$ cat config.mk
export PLATFORM = sky130hd
export DESIGN_NAME = tv_sound_control_registers
export DESIGN_NICKNAME = d
export VERILOG_FILES = /design/src/tv_sound_pkg.sv /design/src/tv_sound_control_registers.sv
export VERILOG_INCLUDE_DIRS = /design/src /design/src/src
export SDC_FILE = /design/constraint.sdc
export NUM_CORES = 1
export LEC_CHECK = 0
export BUFFER_PORTS_ARGS = -buffer_cell sky130_fd_sc_hd__buf_2
export CAP_MARGIN = 20
export CORE_MARGIN = 2
export CORE_UTILIZATION = 35
export DETAILED_ROUTE_END_ITERATION = 8
export PLACE_DENSITY_LB_ADDON = 0.2
export SYNTH_ARGS = -nofsm -noshare
export SYNTH_HDL_FRONTEND = slang
export SYNTH_SLANG_ARGS = --single-unit
$ cat constraint.sdc
create_clock -name core_clk_i -period 2.2 [get_ports core_clk_i]
set_input_delay 0.44 -clock core_clk_i [delete_from_list [all_inputs] [get_ports core_clk_i]]
set_output_delay 0.44 -clock core_clk_i [all_outputs]
set_load 0.03 [all_outputs]
$ cat src/tv_sound_params.svh
// constants of the sound control register bank
`ifndef TV_SOUND_PARAMS_SVH
`define TV_SOUND_PARAMS_SVH

// serial bus slave address, seven bits
`define TVS_SLAVE_ADDR       7'h47
// write register offsets
`define TVS_REG_LEVEL        8'h00
`define TVS_REG_STEREO_OSC   8'h01
`define TVS_REG_FILTER       8'h02
`define TVS_REG_LOW_SEP      8'h03
`define TVS_REG_HIGH_SEP     8'h04
`define TVS_REG_SAP_OSC      8'h05
`define TVS_REG_ROUTING      8'h06
`define TVS_REG_COUNT        8'h07
// field positions
`define TVS_TRIM_MSB         5
`define TVS_BIT_D6           6
`define TVS_BIT_MUTE         0
`define TVS_BIT_FORCE_MONO   1
`define TVS_BIT_SAP_SEL      2
`define TVS_BIT_SAP_VARIANT  3
`define TVS_BIT_NORM_SEL2    4
`define TVS_BIT_NORM_SEL1    5
// reset values
`define TVS_WREG_RESET       8'h00
`define TVS_MUTE_RESET       1'b0
`define TVS_STATUS_RESET     8'h83
// bits of one serial byte
`define TVS_BYTE_BITS        4'h8

`endif

$ cat src/tv_sound_pkg.sv
// types of the sound control register bank
package tv_sound_pkg;

  typedef enum logic [8:0] {
    ST_IDLE      = 9'h001,
    ST_ADDR      = 9'h002,
    ST_ADDR_ACK  = 9'h004,
    ST_SUB       = 9'h008,
    ST_SUB_ACK   = 9'h010,
    ST_WDATA     = 9'h020,
    ST_WDATA_ACK = 9'h040,
    ST_RDATA     = 9'h080,
    ST_RACK      = 9'h100
  } bus_state_t;

  typedef enum logic [2:0] {
    SRC_MUTE       = 3'h0,
    SRC_MONO       = 3'h1,
    SRC_STEREO     = 3'h2,
    SRC_SAP        = 3'h3,
    SRC_EXT_SAP    = 3'h4,
    SRC_FH_MON     = 3'h5,
    SRC_FH5_MON    = 3'h6
  } source_t;

  typedef struct packed {
    source_t left_audio_out;
    source_t right_audio_out;
    source_t normal_out;
  } route_t;

  typedef struct packed {
    logic pilot;
    logic second_program;
    logic noise;
  } detect_t;

  typedef struct packed {
    bus_state_t     st;
    logic [7:0]     shift;
    logic [3:0]     cnt;
    logic [7:0]     sub;
    logic           is_read;
    logic           sda_drive;
    logic           scl_s1;
    logic           scl_s2;
    logic           scl_q;
    logic           sda_s1;
    logic           sda_s2;
    logic           sda_q;
    detect_t        det_s1;
    detect_t        det_s2;
    logic           por_seen;
    logic [7:0]     status;
    logic [6:0][7:0] wreg;
    route_t         route;
  } core_t;

endpackage : tv_sound_pkg

$ cat src/tv_sound_control_registers.sv
// serial control and status register bank of the tv sound decoder
//
// Contract
// - power-on reset clears mute bit, mute active
// - routing bit 0 zero mutes outputs
// - register 0 six-bit input level trim
// - register 0 bit 6 picks noise stop
// - stereo oscillator trim, fh monitor on right
// - filter trim, pilot canceller enabled at zero
// - low and high band separation trims
// - sap oscillator trim, 5fh monitor on right
// - forced mono puts mono on both outputs
// - routing bit 2 picks stereo or sap
// - routing bit 3 picks sap variant
// - routing bit 4 normal source sap/mono
// - routing bit 5 internal or external sap
// - forced mono gives mono on normal output unless routing bit 5 alone picks external sap
// - sap switch steers normal only when selected
// - status bit 4 reports detected noise
// - status bit 7 reports power-on reset
// - status bits 6,5 report pilot and sap
// - status bit 3 reports stereo reception
// - status bit 2 reports sap reception
// - slave address 1000111 plus direction bit
// - write: subaddress byte then data
// - subaddress advances after each data byte
// - read returns single status byte
`include "tv_sound_params.svh"
`timescale 1ns/100ps
`default_nettype none

module tv_sound_control_registers
  import tv_sound_pkg::*;
(
  // clock and reset
  input  wire logic       core_clk_i,
  input  wire logic       rst_n_i,
  // serial bus pins
  input  wire logic       scl_i,
  input  wire logic       sda_i,
  output logic            sda_o,
  output logic            sda_oe_o,
  // detector inputs
  input  wire logic       pilot_present_i,
  input  wire logic       second_program_present_i,
  input  wire logic       noise_present_i,
  // trims and switches
  output logic [5:0]      input_level_trim_o,
  output logic [5:0]      stereo_osc_trim_o,
  output logic [5:0]      filter_trim_o,
  output logic [5:0]      low_band_sep_trim_o,
  output logic [5:0]      high_band_sep_trim_o,
  output logic [5:0]      second_program_osc_trim_o,
  output logic            pilot_cancel_en_o,
  // output routing
  output source_t         left_audio_out_sel_o,
  output source_t         right_audio_out_sel_o,
  output source_t         normal_out_sel_o,
  output logic [7:0]      detection_status_o
);

  core_t s;
  core_t next_s;

  // noise stop of stereo only, sap is stopped by noise alone
  function automatic logic noise_stop_all(input core_t c);
    return c.det_s2.noise & c.wreg[`TVS_REG_LEVEL][`TVS_BIT_D6];
  endfunction : noise_stop_all

  // sap carrier usable while quiet
  function automatic logic sap_usable(input core_t c);
    return c.det_s2.second_program & ~c.det_s2.noise;
  endfunction : sap_usable

  // stereo pilot usable unless stopped
  function automatic logic stereo_usable(input core_t c);
    return c.det_s2.pilot & ~noise_stop_all(c);
  endfunction : stereo_usable

  // status byte from state
  function automatic logic [7:0] status_byte(input core_t c);
    logic [7:0] r;
    logic       stereo_ok;
    logic       sap_ok;
    logic [7:0] rt;
    rt        = c.wreg[`TVS_REG_ROUTING];
    stereo_ok = stereo_usable(c);
    sap_ok    = sap_usable(c);
    r[7] = c.por_seen;
    r[6] = stereo_ok;
    r[5] = sap_ok;
    r[4] = c.det_s2.noise;
    r[3] = stereo_ok & ~rt[`TVS_BIT_FORCE_MONO] & ~rt[`TVS_BIT_SAP_SEL];
    r[2] = sap_ok & ~rt[`TVS_BIT_FORCE_MONO] & rt[`TVS_BIT_SAP_SEL];
    r[1:0] = 2'h3;
    return r;
  endfunction : status_byte

  // left and right program before monitors
  function automatic route_t program_route(input core_t c);
    route_t     r;
    logic [7:0] rt;
    r  = '{left_audio_out: SRC_MONO, right_audio_out: SRC_MONO, normal_out: SRC_MONO};
    rt = c.wreg[`TVS_REG_ROUTING];
    if (rt[`TVS_BIT_FORCE_MONO]) begin
      r.left_audio_out  = SRC_MONO;
      r.right_audio_out = SRC_MONO;
    end else if (rt[`TVS_BIT_SAP_SEL]) begin
      if (!sap_usable(c)) begin
        r.left_audio_out  = SRC_MONO;
        r.right_audio_out = SRC_MONO;
      end else if (rt[`TVS_BIT_SAP_VARIANT]) begin
        r.left_audio_out  = SRC_MONO;
        r.right_audio_out = SRC_SAP;
      end else begin
        r.left_audio_out  = SRC_SAP;
        r.right_audio_out = SRC_SAP;
      end
    // noise stop falls back to mono
    end else if (stereo_usable(c)) begin
      r.left_audio_out  = SRC_STEREO;
      r.right_audio_out = SRC_STEREO;
    end else begin
      r.left_audio_out  = SRC_MONO;
      r.right_audio_out = SRC_MONO;
    end
    return r;
  endfunction : program_route

  // source of the normal output
  function automatic source_t normal_source(input core_t c);
    logic [7:0] rt;
    source_t    n;
    rt = c.wreg[`TVS_REG_ROUTING];
    // weak field forces mono
    if (c.det_s2.noise) begin
      n = SRC_MONO;
    end else if (rt[`TVS_BIT_NORM_SEL2]) begin
      n = SRC_MONO;
    end else if (rt[`TVS_BIT_NORM_SEL1]) begin
      n = SRC_EXT_SAP;
    end else if (rt[`TVS_BIT_FORCE_MONO]) begin
      n = SRC_MONO;
    end else if (rt[`TVS_BIT_SAP_SEL] & sap_usable(c)) begin
      n = SRC_SAP;
    end else begin
      n = SRC_MONO;
    end
    return n;
  endfunction : normal_source

  // routing from registers and detectors
  function automatic route_t route_of(input core_t c);
    route_t     r;
    logic [7:0] rt;
    rt           = c.wreg[`TVS_REG_ROUTING];
    r            = program_route(c);
    r.normal_out = normal_source(c);
    // fh monitor wins over 5fh monitor
    // fh monitor on right
    if (c.wreg[`TVS_REG_STEREO_OSC][`TVS_BIT_D6]) begin
      r.right_audio_out = SRC_FH_MON;
    end else if (c.wreg[`TVS_REG_SAP_OSC][`TVS_BIT_D6]) begin
      r.right_audio_out = SRC_FH5_MON;
    end
    if (!rt[`TVS_BIT_MUTE]) begin
      r.left_audio_out  = SRC_MUTE;
      r.right_audio_out = SRC_MUTE;
      r.normal_out      = SRC_MUTE;
    end
    return r;
  endfunction : route_of

  always_comb begin
    logic       scl_rise;
    logic       scl_fall;
    logic       start_seen;
    logic       stop_seen;
    logic       byte_done;
    logic [7:0] stat;
    scl_rise   = 1'b0;
    scl_fall   = 1'b0;
    start_seen = 1'b0;
    stop_seen  = 1'b0;
    byte_done  = 1'b0;
    stat       = 8'h00;
    next_s = s;
    // two-flop pin synchronisers
    next_s.scl_s1 = scl_i;
    next_s.scl_s2 = s.scl_s1;
    next_s.scl_q  = s.scl_s2;
    next_s.sda_s1 = sda_i;
    next_s.sda_s2 = s.sda_s1;
    next_s.sda_q  = s.sda_s2;
    next_s.det_s1 = '{pilot: pilot_present_i,
                      second_program: second_program_present_i,
                      noise: noise_present_i};
    next_s.det_s2 = s.det_s1;
    scl_rise   = s.scl_s2 & ~s.scl_q;
    scl_fall   = ~s.scl_s2 & s.scl_q;
    start_seen = s.scl_s2 & s.scl_q & s.sda_q & ~s.sda_s2;
    stop_seen  = s.scl_s2 & s.scl_q & ~s.sda_q & s.sda_s2;
    byte_done  = scl_fall & (s.cnt == `TVS_BYTE_BITS);
    stat       = status_byte(s);
    if (scl_rise) begin
      next_s.cnt = s.cnt + 4'h1;
      if (s.st != ST_RDATA) begin
        next_s.shift = {s.shift[6:0], s.sda_s2};
      end
    end
    if (start_seen) begin
      next_s.st        = ST_ADDR;
      next_s.cnt       = 4'h0;
      next_s.sda_drive = 1'b0;
    end else if (stop_seen) begin
      next_s.st        = ST_IDLE;
      next_s.sda_drive = 1'b0;
    end else begin
      case (s.st)
        ST_ADDR: begin
          if (byte_done) begin
            if (s.shift[7:1] == `TVS_SLAVE_ADDR) begin
              next_s.st        = ST_ADDR_ACK;
              next_s.is_read   = s.shift[0];
              next_s.sda_drive = 1'b1;
            end else begin
              next_s.st = ST_IDLE;
            end
          end
        end
        ST_ADDR_ACK: begin
          if (scl_fall) begin
            next_s.cnt = 4'h0;
            if (s.is_read) begin
              next_s.st        = ST_RDATA;
              next_s.shift     = {stat[6:0], 1'b0};
              next_s.sda_drive = ~stat[7];
            end else begin
              next_s.st        = ST_SUB;
              next_s.sda_drive = 1'b0;
            end
          end
        end
        ST_SUB: begin
          if (byte_done) begin
            next_s.sub       = s.shift;
            next_s.st        = ST_SUB_ACK;
            next_s.sda_drive = 1'b1;
          end
        end
        ST_SUB_ACK, ST_WDATA_ACK: begin
          if (scl_fall) begin
            next_s.st        = ST_WDATA;
            next_s.cnt       = 4'h0;
            next_s.sda_drive = 1'b0;
          end
        end
        ST_WDATA: begin
          if (byte_done) begin
            if (s.sub < `TVS_REG_COUNT) begin
              next_s.wreg[s.sub[2:0]] = s.shift;
            end
            next_s.sub       = s.sub + 8'h01;
            next_s.st        = ST_WDATA_ACK;
            next_s.sda_drive = 1'b1;
          end
        end
        ST_RDATA: begin
          if (byte_done) begin
            next_s.st        = ST_RACK;
            next_s.sda_drive = 1'b0;
            next_s.por_seen  = 1'b0;
          end else if (scl_fall) begin
            next_s.sda_drive = ~s.shift[7];
            next_s.shift     = {s.shift[6:0], 1'b0};
          end
        end
        ST_RACK: begin
          if (scl_fall) begin
            next_s.st = ST_IDLE;
          end
        end
        ST_IDLE: begin
          next_s.sda_drive = 1'b0;
        end
        default: begin
          next_s.st        = ST_IDLE;
          next_s.sda_drive = 1'b0;
        end
      endcase
    end
    next_s.route = route_of(s);
    // status byte held in flops
    next_s.status = status_byte(s);
  end

  always_ff @(posedge core_clk_i or negedge rst_n_i) begin
    if (!rst_n_i) begin
      s          <= '0;
      s.st       <= ST_IDLE;
      s.scl_s1   <= 1'b1;
      s.scl_s2   <= 1'b1;
      s.scl_q    <= 1'b1;
      s.sda_s1   <= 1'b1;
      s.sda_s2   <= 1'b1;
      s.sda_q    <= 1'b1;
      s.por_seen <= 1'b1;
      s.cnt       <= 4'h0;
      s.shift     <= 8'h00;
      s.sub       <= 8'h00;
      s.is_read   <= 1'b0;
      s.sda_drive <= 1'b0;
      s.det_s1    <= '0;
      s.det_s2    <= '0;
      s.status    <= `TVS_STATUS_RESET;
      s.wreg     <= {7{`TVS_WREG_RESET}};
      s.wreg[`TVS_REG_ROUTING][`TVS_BIT_MUTE] <= `TVS_MUTE_RESET;
      s.route    <= '{left_audio_out: SRC_MUTE, right_audio_out: SRC_MUTE,
                      normal_out: SRC_MUTE};
    end else begin
      s <= next_s;
    end
  end

  // open-drain data pin, drives low only
  assign sda_o    = 1'b0;
  assign sda_oe_o = s.sda_drive;

  assign input_level_trim_o        = s.wreg[`TVS_REG_LEVEL][`TVS_TRIM_MSB:0];
  assign stereo_osc_trim_o         = s.wreg[`TVS_REG_STEREO_OSC][`TVS_TRIM_MSB:0];
  assign filter_trim_o             = s.wreg[`TVS_REG_FILTER][`TVS_TRIM_MSB:0];
  assign low_band_sep_trim_o       = s.wreg[`TVS_REG_LOW_SEP][`TVS_TRIM_MSB:0];
  assign high_band_sep_trim_o      = s.wreg[`TVS_REG_HIGH_SEP][`TVS_TRIM_MSB:0];
  assign second_program_osc_trim_o = s.wreg[`TVS_REG_SAP_OSC][`TVS_TRIM_MSB:0];
  assign pilot_cancel_en_o         = ~s.wreg[`TVS_REG_FILTER][`TVS_BIT_D6];
  assign left_audio_out_sel_o      = s.route.left_audio_out;
  assign right_audio_out_sel_o     = s.route.right_audio_out;
  assign normal_out_sel_o          = s.route.normal_out;
  assign detection_status_o        = s.status;

endmodule : tv_sound_control_registers

`default_nettype wire

Word-level counts from Yosys, hierarchy flattened
Index checks and enable logic that the tools add are counted.
Word-level totals
  word-level logic and storage cells: 154
  bits of input ports: 7
  output and inout bits: 56
  bits in registers: 115
Operators by class
  add/subtract/negate cells: 2
  reduce and logical (&&, ||, !) cells: 10
  order comparisons: 3
  equal/unequal tests: 26
  bitwise operators: 29
  muxes and demuxes: 54
Operator list (number)
  two-way mux 9 bit: 9
  two-way mux 8 bit: 9
  case mux 9 bit (8 select lines): 1
  bitwise mux 56 bit: 1
  two-way mux 21 bit: 2
  != test 4 bit, second input constant: 8
  case mux 8 bit (2 select lines): 2
  demux 8 bit (select 3 bit): 1
  two-way mux 3 bit: 6
  bitwise AND 1 bit: 16
  two-way mux 5 bit: 3
  AND reduction 5 bit: 3
  inverter 1 bit: 13
  two-way mux 12 bit: 1
  two-way mux 6 bit: 2
  equality test 9 x 1 -> 1 bit, second input constant: 1
  equality test 9 x 2 -> 1 bit, second input constant: 1
  equality test 9 x 3 -> 1 bit, second input constant: 1
  equality test 9 x 4 -> 1 bit, second input constant: 1
  equality test 9 x 5 -> 1 bit, second input constant: 1
  equality test 9 x 6 -> 1 bit, second input constant: 1
  equality test 9 x 7 -> 1 bit, second input constant: 1
  equality test 9 x 8 -> 1 bit, second input constant: 1
  equality test 9 bit, second input constant: 1
  23 further kinds: 38

Logic depth before layout (Yosys ltp)
Gate-level depths: netlist of the first run.
  depth in word-level cells: 10
  gate-level depth with buffers: 9
  depth with buffers taken out: 8

Least setup slack after synthesis of the first run
No wires, ideal clock.
  kind: register -> register
  from: register s[112] (netlist bit)
  to: register s[113] (netlist bit)
  period minus slack after synthesis: 2.290 ns
  stages on the path, launching flop included: 9
  data arrival time: 2.212 ns
  library setup time: 0.077 ns
  path buffers: 2
  required time: 2.123 ns
  slack: -0.090 ns
  cells stage by stage: dfrtp_1 buf_6 or4_4 or4_4 a31oi_4 or2_1 buf_6 nand2_1 a21oi_1
On the way
  word-level cells in the longest chain between the ends: 5
  elaborated cells between the ends (all ways): 22
  classes of those cells: eq/ne (17); mux (3); reduce/logical (2)
RTL lines
  start: declaration: RTL line tv_sound_control_registers.sv:62  | core_t s;
  start signal: assignment: RTL line tv_sound_control_registers.sv:321  | s <= next_s;
  equality test 9 x 5 -> 1 bit or equality test 9 x 7 -> 1 bit (tied branches): RTL line tv_sound_control_registers.sv:219  | case (s.st)
  OR reduction 2 bit: RTL line tv_sound_control_registers.sv:219
  case mux 9 bit (8 select lines): RTL line tv_sound_control_registers.sv:219
  two-way mux 9 bit: RTL line tv_sound_control_registers.sv:215  | end else if (stop_seen) begin
  two-way mux 9 bit: RTL line tv_sound_control_registers.sv:211  | if (start_seen) begin
Several ways; a longest one is shown, not always the timed one.
A chain may end at the register's enable or synchronous reset.

Worst setup path in the final report of the first run
Same ends and word-level chain as after synthesis.

==> flow_metrics.py, run 1 <==
metrics = {
    "outcome": {
        "status": "complete, but fails checks",
        "violations": "negative setup slack",
    },
    "clock_network": {
        "worstSkewPairLatency_ps": 360,
        "cts_tree": "done",
        "clockBufferDepth": 2,
        "clk_pin_slew_ps": 70,
        "root_buffer": "clkbuf_16",
        "htree_levels": 3,
        "cts_buffers": 9,
        "cts_num_sinks": 104,
    },
    "finish": {
        "layout.nets": 514,
        "antenna_cells": 0,
        "layoutNonFillerInstCount": 689,
        "fillers": 1355,
        "drive_above_1_share_pct": 41.7,
        "utilization_pct": 42.4,
        "syn2layout_area_growth_pct": 18.1,
    },
    "yosys": {
        "yosys.area.top_type": "dfrtp_1",
        "ys.flop_type": "dfrtp_1",
        "ys_async_sr_fraction_pct": 100,
        "netlist_area_sq_mm": 0.00498,
        "synthTopCellsByCount": "95 x dfrtp_1, 54 x buf_4, 40 x mux2_2",
        "synthCells": 452,
        "yosys_warnings": 0,
        "yosysTopAreaCellShare_pct": 47.7,
        "synth_area_leaders": "dfrtp_1 48%, mux2_2 9.0%, buf_4 8.1%, dfstp_2 4.7%, nor2_1 2.4%",
        "yosysMostFrequentCell": "dfrtp_1",
        "yosysSeqAreaShare_pct": 52.4,
        "ys_ff_latch": 104,
        "synth_area_per_cell_sq_um": 11.0,
        "ys_types": 63,
        "synth-edff-count": 0,
    },
    "pwr": {
        "ir_drop_v": 0.000659,
        "powerDensity_mw_per_mm2": 753,
        "power.leakage_nw": 2.93,
    },
    "placement": {
        "place_hpwl_um": 7640,
        "dp_cells": 667,
        "gp_congestion": 0.795,
        "port_buffers": 58,
    },
    "setup_path": {
        "setup.worst_path.start": "s[112]",
        "crit_type": "reg -> reg",
        "timing.rr.start": "s[112]",
        "r2r_setup_slack_ps": -50,
        "cp.arrival_ps": 2530,
        "r2r_end": "s[113]",
        "end_kind": "register",
        "cp_max_fo": 8,
        "worst-r2r-cell-count": 6,
        "endpoint": "s[113]",
        "required_ps": 2480,
        "worstSetupStartpointType": "register",
    },
    "floorplan": {
        "coreArea_sq_mm": 0.0139,
        "start_util_pct": 35.9,
        "die_area_sq_mm": 0.0152,
        "die_y_um": 123,
        "die_w_um": 123,
        "num_rows": 43,
        "num_io_pins": 63,
    },
    "sta": {
        "finalWorstSetupSlack_ps": -47.9,
        "fmax_ghz": 0.445,
        "hold_viol_final": 0,
        "tns_ps": -169,
        "period_needed_ps": 2250,
        "drv_slew": 0,
        "slew_headroom_pct": 66.5,
        "skew_ps": 8.24,
        "rsz0062_at_grt": "yes",
        "fin_crit_sh_pct": 102,
        "setup_viol": 9,
        "worst_slew_pin_slew_ps": 502,
    },
    "drt": {
        "first_iter_violations": 149,
        "routed_wl_um": 10800,
        "drc_errors": 0,
        "wl_per_cell_um": 15.7,
        "ant_nets": 0,
        "avgViaCountPerCell": 4.96,
        "first_pass_iters": 4,
        "vias": 3417,
    },
    "global_route": {
        "antenna_found_initial": 0,
        "grt_max_degree": 44,
        "overflow": 0,
        "grt_pass1_vias": 3322,
        "grt_pass1_wl_um": 17600,
        "grt_usage_pct": 15.3,
    },
    "job": {
        "maxCapViolations": 0,
    },
    "hold_path": {
        "min_path_type": "in -> reg",
    },
}
==> worst min-delay path by stage <==
stage                                   from                 endpoint  slack, ps  depth (start not counted)
global route        second_program_present_i               next_s[75]        160                          1
detailed placement                   rst_n_i         filter_trim_o[2]        330                          1
global placement                     rst_n_i  high_band_sep_trim_o[0]        330                          1
CTS                                    scl_i               next_s[84]        170                          1
floorplan                            rst_n_i    detection_status_o[2]        140                          0
finish                                 sda_i               next_s[81]        180                          1
==> registers in the layout (all words and copies together) (netlist names) <==
signal / count
low_band_sep_trim_o: 6
high_band_sep_trim_o: 6
normal_out_sel_o: 3
next_s: 9
detection_status_o: 6
second_program_osc_trim_o: 6
sda_oe_o: 1
stereo_osc_trim_o: 6
right_audio_out_sel_o: 3
input_level_trim_o: 6
filter_trim_o: 6
s: 44
left_audio_out_sel_o: 2
==> cells in the final DEF (no fill, tap or decap), types with 9 or more instances in the layout <==
| cell type | n |
|---|---|
| a21oi_1 | 19 |
| buf_2 | 57 |
| buf_4 | 54 |
| clkbuf_16 | 9 |
| dfrtp_1 | 95 |
| dfstp_2 | 9 |
| inv_1 | 11 |
| mux2_2 | 40 |
| nand2_1 | 21 |
| nand3_1 | 14 |
| nor2_1 | 30 |
| nor2b_1 | 10 |
| o21ai_0 | 17 |
==> power breakdown <==
part / switching (W) / internal [W]
registers: 0.0000929 / 0.00201
clock network: 0.000735 / 0.000924
logic: 0.000370 / 0.000299
total: 0.00120 / 0.00323
==> per-stage QoR <==
stage / worst slack [ps] / area, sq um / total power (W) / hold slack (ps)
2_1_floorplan: -15.1 / 5000 / 0.00250 / 144
3_5_place_dp: -53.9 / 5410 / 0.00277 / 328
5_1_grt: -111 / 5890 / 0.00468 / 163
6_report: -47.9 / 5890 / 0.00443 / 182
3_3_place_gp: -21.7 / 5410 / 0.00276 / 327
4_1_cts: -22.1 / 5730 / 0.00446 / 169
==> logic make-up (layout without fill, tap and decap cells) <==
logic type | count (synthesis) | count (layout) | synth area share, %
muxes | 47 | 47 | 10.6
DFF | 104 | 104 | 52.4
xor gates and xnor gates | 7 | 7 | 1.23
other | 2 | 4 | 0.151
buffers and inverters | 89 | 144 | 11.2
adders and majority gates | 3 | 3 | 0.753
and+or+nand+nor | 124 | 124 | 13.5
AOI/OAI and AO/OA | 76 | 76 | 10.2
==> critical path, stage by stage, from the launching register on <==
cell,delay [ps]
dfrtp_1,390
or4_4,540
or4_4,530
a31oi_4,290
or2_4,220
nand2_1,60
a21oi_1,140
==> cell type report <==
cell class              instances  area, sq um  area share [%]
repair buffers                116          754            12.8
multi-input cells             261         1940            33.0
clock buffers                  11          243            4.12
clock inverters                 5         62.6            1.06
well taps                     180          225            3.83
flip-flops and latches        104         2610            44.4
inverters                      12         45.0           0.765
==> routing by layer <==
layer | wire length [um] | GRT usage (%)
met1 | 5310 | 22.0
met2 | 4850 | 22.6
met3 | 489 | 3.78
met4 | 155 | 5.26
met5 | 0 | 0
==> what timing repair did <==
item | CTS | global route
setup buffers | 0 | 5
endpoints found under the hold margin | 16 | 0
resized for setup | 2 | 28
pin swaps | 1 | 13
cloned | 0 | 0
hold buffers | 1 | 0
endpoints found under the setup margin | 9 | 65
(Power assumes the default switching activity.)
==> run 2: changes to the inputs <==
- CORE_UTILIZATION: 35 -> 45
- CTS_BUF_LIST: default -> sky130_fd_sc_hd__clkbuf_16
==> flow_metrics.py, run 2 (synthesis results as in run 1) <==
metrics = {
    "sta": {
        "period_needed_ps": 2280,
        "slew_headroom_pct": 66.4,
        "fmax_ghz": 0.439,
        "fin_hold_ws_ps": 51.3,
        "worst_slew_pin_slew_ps": 504,
        "skew_ps": 9.67,
        "rsz0062_at_grt": "yes",
        "hold_viol_final": 0,
        "finalWorstSetupSlack_ps": -75.5,
        "tns_ps": -605,
        "fin_crit_sh_pct": 103,
        "setup_viol": 15,
        "drv_slew": 0,
    },
    "finish": {
        "largest_reg_flops": 44,
        "drive_above_1_share_pct": 39.3,
        "top_register": "s",
        "syn2layout_area_growth_pct": 14.6,
        "utilization_pct": 52.7,
        "layout.nets": 506,
        "fillers": 987,
        "final_cell_mix": "95 x dfrtp_1, 57 x buf_2, 48 x buf_4, 40 x mux2_2, 27 x nor2_1",
        "antenna_cells": 0,
        "layout_commonest_cell": "dfrtp_1",
    },
    "floorplan": {
        "num_rows": 38,
        "die_area_sq_mm": 0.0119,
        "coreArea_sq_mm": 0.0108,
        "num_io_pins": 63,
        "die_w_um": 109,
        "die_y_um": 109,
        "start_util_pct": 46.0,
    },
    "placement": {
        "place_hpwl_um": 7040,
        "gp_congestion": 0.860,
        "port_buffers": 58,
    },
    "clock_network": {
        "cts_hold_buf": 0,
        "clk_pin_slew_ps": 80,
        "clockBufferDepth": 2,
        "cts_tree": "done",
        "cts_buffers": 9,
        "worstSkewPairLatency_ps": 340,
        "root_buffer": "clkbuf_16",
        "cts_num_sinks": 104,
        "htree_levels": 3,
    },
    "pwr": {
        "power.leakage_nw": 2.89,
        "powerDensity_mw_per_mm2": 747,
        "ir_drop_v": 0.000391,
    },
    "setup_path": {
        "crit_top_cell": "or4_4",
        "cp_max_fo": 8,
        "critical-path-slowest-cell": "or4_4",
        "required_ps": 2470,
        "cp.arrival_ps": 2550,
        "max_stage_delay_ps": 540,
        "worstSetupStartpointType": "register",
        "end_kind": "register",
        "cp_cell_sequence": "or4_4, or4_4, a31oi_4, or2_4, nand2_1, a21oi_2",
        "crit_type": "reg -> reg",
    },
    "global_route": {
        "grt_max_degree": 39,
        "grt_pass1_wl_um": 16900,
        "grt_pass1_vias": 3306,
        "grt_usage_pct": 18.5,
        "overflow": 0,
        "antenna_found_initial": 0,
    },
    "outcome": {
        "status": "complete, but fails checks",
        "violations": "negative setup slack",
    },
    "drt": {
        "ant_nets": 0,
        "vias": 3339,
        "wl_per_cell_um": 15.9,
        "first_pass_iters": 5,
        "first_iter_violations": 159,
        "routed_wl_um": 10200,
        "avgViaCountPerCell": 5.21,
        "drc_errors": 0,
    },
    "job": {
        "maxCapViolations": 0,
    },
    "hold_path": {
        "min_path_type": "in -> async",
    },
}
run 2: cell count changes in the layout (fill, tap and decap cells not counted), moves of 3 or more:
cell     before  now
buf_6         3    0
mux2_1        0    6
nor2_1       30   27
nor2_2        1    5
buf_4        54   48
mux2_4        6    0
a21oi_1      19   22
a21oi_2       4    1
run 2: area by class of cell:
| type | count | area (sq um) | share of cell area (%) |
|---|---|---|---|
| inverter | 12 | 45.0 | 0.788 |
| multi-input combinational | 261 | 1890 | 33.1 |
| clock inverter | 7 | 58.8 | 1.03 |
| tap | 140 | 175 | 3.07 |
| sequential | 104 | 2610 | 45.8 |
| timing repair buffer | 108 | 706 | 12.4 |
| clock buffer | 9 | 225 | 3.94 |
run 2: worst paths after layout:
path	to	from	cells after the start	slack [ps]
worst max-delay path	s[110]	s[112]	6	-80
worst min-delay path	high_band_sep_trim_o[4]	rst_n_i	1	50
worst max register to register	s[110]	s[112]	6	-80
worst min register to register	s[76]	next_s[76]	0	350
max in group asynchronous	next_s[72]	rst_n_i	2	1520
min in group core_clk_i	next_s[84]	scl_i	1	190
run 2: repair_timing:
item	CTS	global route
setup buffers	4	3
gates resized for setup	2	15
pin swaps	5	7
hold endpoints to repair	0	0
setup endpoints to repair	14	64
gates cloned	0	0
run 2: report_power, final:
group	switching (W)	internal, W
sequential	0.000102	0.00201
clock	0.000739	0.000792
combinational	0.000349	0.000276
total	0.00119	0.00308
run 2: worst max-delay path, delay by kind of cell, from the launching register on:
kind / cells / cell delay (ps)
flops: 1 / 410
simple gates: 4 / 1360
compound gates: 2 / 430
run 2: stage by stage:
step | power (W) | std cells | setup slack [ps] | instance area (sq um)
2_1_floorplan | 0.00250 | 454 | -15.1 | 5000
4_1_cts | 0.00429 | 638 | -44.1 | 5630
5_1_grt | 0.00446 | 641 | -161 | 5710
3_3_place_gp | 0.00273 | 618 | -47.9 | 5310
3_5_place_dp | 0.00274 | 618 | -106 | 5310
6_report | 0.00427 | 641 | -75.5 | 5710
run 2: routing by layer:
metal	share of wire, %	track usage, %	vias to the layer above	routed length [um]
met5	0	0	-	0
met4	0.98	4.61	0	100
met3	3.2	3.23	6	326
met2	47	29.1	61	4770
met1	49	26.6	1667	4970
li1	-	-	1605	-
